## src/core/crl_pkg.sv

```systemverilog
package crl_pkg;

	// Condition logic functions
	typedef enum logic [3:0]
	{
		CRL_OP_NONE,
		CRL_OP_AND,
		CRL_OP_OR,
		CRL_OP_XOR,
		CRL_OP_NAND,
		CRL_OP_NOR,
		CRL_OP_EQV,
		CRL_OP_ANDC,
		CRL_OP_ORC,
		CRL_OP_MOVE_FIELD,
		CRL_OP_SYSCALL,
		CRL_OP_RETURN
	} crl_op_type;

	// Instruction request from decode
	typedef struct packed
	{
		crl_op_type  op;
		logic [4:0]  dest_cond_bit;
		logic [4:0]  first_src_cond_bit;
		logic [4:0]  second_src_cond_bit;
		logic [2:0]  dest_cond_field;
		logic [2:0]  src_cond_field;
		logic        link_update_bit;
		logic [31:0] next_addr;
	} crl_req_type;

	localparam logic [31:0] CRL_CR_RESET        = 32'h0000_0000;
	localparam logic [31:0] CRL_LR_RESET        = 32'h0000_0000;
	localparam logic [31:0] CRL_MSR_RESET       = 32'h0000_0000;
	localparam logic [31:0] CRL_SRR_RESET       = 32'h0000_0000;
	localparam logic [31:0] CRL_SYSCALL_OFFSET  = 32'h0000_0c00;
	localparam logic [31:0] CRL_PREFIX_HIGH     = 32'hfff0_0000;
	localparam logic [31:0] CRL_PREFIX_LOW      = 32'h0000_0000;
	localparam logic [31:0] CRL_PRIV_OFFSET     = 32'h0000_0700;
	// Big-endian bit numbering: bit 0 is the msb
	localparam int          CRL_MSR_PR_BIT      = 17;
	localparam int          CRL_MSR_IP_BIT      = 25;
	localparam logic [31:0] CRL_MSR_LOW_MASK    = 32'h0000_ffff;
	localparam logic [31:0] CRL_LR_UNDEF        = 32'h0000_0000;
	localparam int          CRL_SYNC_CYCLES     = 2;

endpackage

```

## src/core/crl_unit.sv

```systemverilog
`timescale 1ns/1ps
module crl_unit
(
	// Clock and reset
	input  wire logic            CLK,
	input  wire logic            RST,
	// Instruction request
	input  wire logic            REQ_VALID,
	input  wire crl_pkg::crl_req_type REQ,
	input  wire logic            PRIOR_DONE,
	output logic                 REQ_READY,
	// Architected state
	output logic [31:0]          COND_REG,
	output logic [31:0]          LINK_REG,
	output logic [31:0]          MSR_REG,
	output logic [31:0]          SAVE_RESTORE_0,
	output logic [31:0]          SAVE_RESTORE_1,
	// Fetch redirect and exceptions
	output logic                 REDIRECT,
	output logic [31:0]          REDIRECT_ADDR,
	output logic                 SYSCALL_EXC,
	output logic                 PRIV_EXC
);

	typedef enum logic [1:0]
	{
		ST_IDLE,
		ST_SYNC
	} crl_state_type;

	crl_state_type    state_reg;
	crl_pkg::crl_req_type held_reg;
	logic [31:0]      cr_reg;
	logic [31:0]      lr_reg;
	logic [31:0]      msr_reg;
	logic [31:0]      save_restore_0_reg;
	logic [31:0]      save_restore_1_reg;
	logic             redirect_reg;
	logic [31:0]      redirect_addr_reg;
	logic             sc_exc_reg;
	logic             priv_exc_reg;

	// Big-endian bit index to vector index
	function automatic logic [4:0] crl_bitpos(input logic [4:0] idx);
		crl_bitpos = 5'h1f - idx;
	endfunction

	// Vector index of the lowest bit of a four-bit field
	function automatic logic [4:0] crl_field_lsb(input logic [2:0] fld);
		crl_field_lsb = 5'h1c - {fld, 2'b00};
	endfunction

	wire logic       accept    = REQ_VALID && (state_reg == ST_IDLE);
	wire logic       bit_a     = cr_reg[crl_bitpos(REQ.first_src_cond_bit)];
	wire logic       bit_b     = cr_reg[crl_bitpos(REQ.second_src_cond_bit)];
	wire logic [4:0] dest_pos  = crl_bitpos(REQ.dest_cond_bit);
	wire logic [4:0] src_lsb   = crl_field_lsb(REQ.src_cond_field);
	wire logic [3:0] src_field = cr_reg[src_lsb +: 4];
	wire logic [4:0] dst_lsb   = crl_field_lsb(REQ.dest_cond_field);
	wire logic       is_sync   = (REQ.op == crl_pkg::CRL_OP_SYSCALL) ||
	                             (REQ.op == crl_pkg::CRL_OP_RETURN);
	wire logic       is_cr_op  = !is_sync && (REQ.op != crl_pkg::CRL_OP_NONE);

	logic bit_result;
	always_comb
	begin
		case (REQ.op)
			crl_pkg::CRL_OP_AND:  bit_result = bit_a & bit_b;
			crl_pkg::CRL_OP_OR:   bit_result = bit_a | bit_b;
			crl_pkg::CRL_OP_XOR:  bit_result = bit_a ^ bit_b;
			crl_pkg::CRL_OP_NAND: bit_result = ~(bit_a & bit_b);
			crl_pkg::CRL_OP_NOR:  bit_result = ~(bit_a | bit_b);
			crl_pkg::CRL_OP_EQV:  bit_result = ~(bit_a ^ bit_b);
			crl_pkg::CRL_OP_ANDC: bit_result = bit_a & ~bit_b;
			crl_pkg::CRL_OP_ORC:  bit_result = bit_a | ~bit_b;
			default:              bit_result = 1'b0;
		endcase
	end

	logic [31:0] cr_next;
	always_comb
	begin
		cr_next = cr_reg;
		if (REQ.op == crl_pkg::CRL_OP_MOVE_FIELD)
			cr_next[dst_lsb +: 4] = src_field;
		else
			cr_next[dest_pos] = bit_result;
	end

	// Held op after prior instructions drain
	wire logic        user_mode = msr_reg[crl_bitpos(5'(crl_pkg::CRL_MSR_PR_BIT))];
	wire logic        new_ip    = msr_reg[crl_bitpos(5'(crl_pkg::CRL_MSR_IP_BIT))];
	wire logic [31:0] sc_vector = (new_ip ? crl_pkg::CRL_PREFIX_HIGH : crl_pkg::CRL_PREFIX_LOW)
	                              | crl_pkg::CRL_SYSCALL_OFFSET;
	wire logic [31:0] pr_vector = (new_ip ? crl_pkg::CRL_PREFIX_HIGH : crl_pkg::CRL_PREFIX_LOW)
	                              | crl_pkg::CRL_PRIV_OFFSET;
	wire logic        do_sync   = (state_reg == ST_SYNC) && PRIOR_DONE;
	wire logic        is_sc     = held_reg.op == crl_pkg::CRL_OP_SYSCALL;
	// Bits 16-31 in msb-first numbering are vector bits 15:0
	wire logic [31:0] msr_high  = msr_reg & crl_pkg::CRL_MSR_LOW_MASK;
	wire logic [31:0] save_restore_1_high = save_restore_1_reg & crl_pkg::CRL_MSR_LOW_MASK;
	wire logic [31:0] msr_keep  = msr_reg & ~crl_pkg::CRL_MSR_LOW_MASK;

	always_ff @(posedge CLK or posedge RST)
	begin
		if (RST)
		begin
			state_reg         <= ST_IDLE;
			held_reg          <= '0;
			cr_reg            <= crl_pkg::CRL_CR_RESET;
			lr_reg            <= crl_pkg::CRL_LR_RESET;
			msr_reg           <= crl_pkg::CRL_MSR_RESET;
			save_restore_0_reg          <= crl_pkg::CRL_SRR_RESET;
			save_restore_1_reg          <= crl_pkg::CRL_SRR_RESET;
			redirect_reg      <= 1'b0;
			redirect_addr_reg <= 32'h0000_0000;
			sc_exc_reg        <= 1'b0;
			priv_exc_reg      <= 1'b0;
		end
		else
		begin
			redirect_reg <= 1'b0;
			sc_exc_reg   <= 1'b0;
			priv_exc_reg <= 1'b0;
			if (accept && is_cr_op)
			begin
				cr_reg <= cr_next;
				if (REQ.link_update_bit)
					lr_reg <= crl_pkg::CRL_LR_UNDEF;
			end
			if (accept && is_sync)
			begin
				held_reg  <= REQ;
				state_reg <= ST_SYNC;
			end
			if (do_sync)
			begin
				state_reg    <= ST_IDLE;
				redirect_reg <= 1'b1;
				if (is_sc)
				begin
					save_restore_0_reg          <= held_reg.next_addr;
					save_restore_1_reg          <= msr_high;
					sc_exc_reg        <= 1'b1;
					redirect_addr_reg <= sc_vector;
					if (held_reg.link_update_bit)
						lr_reg <= held_reg.next_addr;
				end
				else if (user_mode)
				begin
					priv_exc_reg      <= 1'b1;
					save_restore_0_reg          <= held_reg.next_addr - 32'h0000_0004;
					save_restore_1_reg          <= msr_high;
					redirect_addr_reg <= pr_vector;
				end
				else
				begin
					msr_reg           <= msr_keep | save_restore_1_high;
					redirect_addr_reg <= {save_restore_0_reg[31:2], 2'b00};
				end
			end
		end
	end

	// Ready while idle after the first clock out of reset; stalls during the synchronizing wait
	wire logic take_sync = accept && is_sync;
	wire logic sync_wait = (state_reg == ST_SYNC) && !PRIOR_DONE;
	wire logic ready_next = !take_sync && !sync_wait;

	always_ff @(posedge CLK or posedge RST)
	begin
		if (RST)
			REQ_READY <= 1'b0;
		else
			REQ_READY <= ready_next;
	end

	assign COND_REG       = cr_reg;
	assign LINK_REG       = lr_reg;
	assign MSR_REG        = msr_reg;
	assign SAVE_RESTORE_0 = save_restore_0_reg;
	assign SAVE_RESTORE_1 = save_restore_1_reg;
	assign REDIRECT       = redirect_reg;
	assign REDIRECT_ADDR  = redirect_addr_reg;
	assign SYSCALL_EXC    = sc_exc_reg;
	assign PRIV_EXC       = priv_exc_reg;

endmodule

```

## config.mk

```make
export PLATFORM = sky130hd
export DESIGN_NAME = crl_unit
export DESIGN_NICKNAME = d
export VERILOG_FILES = /design/src/core/crl_pkg.sv /design/src/core/crl_unit.sv
export SDC_FILE = /design/constraint.sdc
export NUM_CORES = 1
export LEC_CHECK = 0
export BUFFER_PORTS_ARGS = -buffer_cell sky130_fd_sc_hd__buf_2
export CORE_MARGIN = 2
export CORE_UTILIZATION = 30
export CTS_BUF_LIST = sky130_fd_sc_hd__clkbuf_16
export CTS_CLUSTER_DIAMETER = 50
export CTS_CLUSTER_SIZE = 25
export DETAILED_ROUTE_END_ITERATION = 12
export PLACE_DENSITY = 0.55
export SLEW_MARGIN = 30
export SYNTH_ARGS = -nofsm -noshare
export SYNTH_HDL_FRONTEND = slang
export SYNTH_SLANG_ARGS = --single-unit
```

## constraint.sdc

```tcl
create_clock -name CLK -period 7.7 [get_ports CLK]
set_input_delay 0.385 -clock CLK [delete_from_list [all_inputs] [get_ports CLK]]
set_output_delay 0.385 -clock CLK [all_outputs]
set_load 0.01 [all_outputs]
```

==> reports/metrics.csv <==
metric,value,unit
path_delay_family,multiplexers,
finalCritPeriodShare,45.9,%
slew_violations,0,
hold_class,in -> async,
tns,0,ns
die-area,34900,um2
wire_per_inst,19.6,um
seq_area_frac_synth,49.9,%
die_h,187,um
htree_levels,4,
syn-instance-count,914,
fp.dieW,187,um
finalHoldViolations,0,
crit_path_max_fanout,18,
final_layout_size_suffix_gt1_share,35.3,%
gpl.final_weighted_congestion,0.802,
dr.pass1.iters,6,
worst_pin_slew,0.979,ns
netlist.area_leader.share,49.9,%
synth-warning-count,0,
grt_setup_unrepaired,no,
cts_buffers,17,
crit_slowest_cell,and2_1,
synth_area_leaders,"dfrtp_1, mux2_2, nand2_1",
overflow,0,
report.final.setup_viol,0,
min_period,3.53,ns
post_drt_via_cell_ratio,5.06,
clkTransAtPathRegs,0.08,ns
final-seq-area,5000,um2
grt_max_degree,123,
yosys-top-cells-count,"dfrtp_1, nand2_1, mux2_2",
port_buffers,223,
slew_headroom,34.3,%
cts_sinks,200,
peakVddDrop,139,uV
critPathRequiredTime,8.08,ns
cts_tree,done,
power.density,231,nW/um2
clockBufferDepth,2,
first_iter_violations,494,
synth-seq-cells,200,
cp-start-kind,flip-flop,
postCtsSetupBuffers,0,
max_freq,0.283,GHz
grt_pass1_vias,7780,
antennaDiodeCount,0,
p_leak,5.80,nW
fillers,3321,
ant_nets,0,
synthArstFlopShare,100,%
status,finished clean,
max_stage_delay,0.71,ns
clock_latency,0.45,ns
skew,0.0161,ns
post-synth-top-area-cell,dfrtp_1,
multi_input_area,4670,um2
grt.total_usage,17.6,%
arrival,3.92,ns
largest_reg_flops,37,
synth.most_common_cell,dfrtp_1,
cts-root-buf,clkbuf_16,
ctsResizeCount,0,
end_kind,flip-flop,
start_util,30.6,%
syn_avg_cell_area,11.0,um2
cp_num_buf_inv,0,
synth-edff-count,0,
routed_wl,30600,um
final_nets,1174,
synth_area,10000,um2
crit_type,reg -> reg,
antenna_found_initial,0,
crit_chain,mux4_2 > mux4_2 > a21o_1 > ha_1 > o41ai_1 > and2_1 > nand3_1 > o22ai_1 > mux2_2,
drc,0,
hpwlAfterDp,21300,um
core,32700,um2
hold_ws,0.0154,ns
syn_to_final_growth,21.0,%
grt_first_pass_wirelength,47800,um
row_count,66,
synthFlopType,dfrtp_1,
via_count,7898,
maxCapViolCount,0,
cpMostUsedCell,mux4_2,
ctsHoldBuffers,0,
yosysUniqueCellTypes,54,
utilization,37.1,%
ios,258,
report_power, final:
group | internal, mW | total (mW) | switching [mW]
clock network | 0.501 | 0.972 | 0.470
registers | 1.18 | 1.32 | 0.142
logic | 0.208 | 0.507 | 0.300
total | 1.88 | 2.80 | 0.912
layer usage:
layer,vias up,wire (um),GRT usage (%)
li1,3633,-,-
met1,3946,14000,24.3
met2,287,14400,27.8
met3,32,1620,3.61
met4,0,615,5.34
met5,-,0,0
logic make-up (layout without fill, tap and decap cells):
family	after synthesis	in the layout	synth area share (%)
buffers and inverters	107	278	5.42
other	1	34	0.0374
adder cells (fa/ha/maj)	7	7	0.874
flip-flops	200	200	49.9
multiplexers	114	114	15.1
AO/OA/AOI/OAI	199	199	12.9
AND/OR/NAND/NOR	258	258	13.2
XOR/XNOR	28	28	2.45
path summary, 6_finish.rpt:
| check | start | to | slack (ns) | cells after the start |
|---|---|---|---|---|
| setup / recovery | COND_REG[20]$_DFFE_PP0P_ | COND_REG[3]$_DFFE_PP0P_ | 4.17 | 9 |
| hold / removal | RST | REQ_READY$_DFF_PP0_ | 0.02 | 2 |
| setup reg to reg | COND_REG[20]$_DFFE_PP0P_ | COND_REG[3]$_DFFE_PP0P_ | 4.17 | 9 |
| hold reg to reg | REDIRECT_ADDR[27]$_DFFE_PP0P_ | REDIRECT_ADDR[27]$_DFFE_PP0P_ | 0.48 | 2 |
| max in group asynchronous | RST | LINK_REG[11]$_DFF_PP0_ | 6.45 | 3 |
| min in group CLK | REQ[19] | held_reg[19]$_DFFE_PP0P_ | 0.16 | 2 |
cell type report:
class,instances,area share [%]
sequential,200,41.3
clock buffer,17,3.51
timing repair buffer,235,10.0
inverter,11,0.444
tap,442,4.56
clock inverter,15,1.66
multi-input combinational,640,38.5
placed cells by master (no fill, tap or decap), types with 3 or more instances in the layout:
cell type and instances:
xnor2_1 27, nand3_1 24, dfrtp_1 200, or3_1 3
o32ai_1 13, clkbuf_16 17, nor2b_1 6, and2_1 3
inv_1 11, nor2_1 16, a22oi_1 4, mux2_2 79
nor3b_1 4, o21ai_2 4, buf_2 223, clkinv_8 4
inv_8 4, nand2b_1 4, inv_6 5, a211oi_1 4
o21ai_0 27, nand3b_1 4, nor3_1 15, nor4_1 5
conb_1 34, ha_1 7, o22ai_1 18, a22o_1 46
nor4_2 9, o21ai_1 23, mux2i_1 12, a21oi_1 51
and3_1 3, nand4bb_1 3, mux4_2 22, buf_4 10
nand2_1 139
worst register-to-register path, cell delays in order (launching register included):
cell	delay (ns)
dfrtp_1	0.49
mux4_2	0.51
mux4_2	0.51
a21o_1	0.22
ha_1	0.17
o41ai_1	0.32
and2_1	0.71
nand3_1	0.18
o22ai_1	0.18
mux2_2	0.18
through the flow:
step	std cells	power, mW	cell area (um2)	setup slack, ns
after detailed placement	1528	1.86	11500	4.01
final	1560	2.80	12100	4.17
after floorplan	947	1.62	10100	1.86
after global routing	1560	2.95	12100	4.01
after CTS	1560	2.84	12100	4.24
after global placement	1527	1.84	11400	4.10
Note: power is estimated with default switching activity, not from simulation.
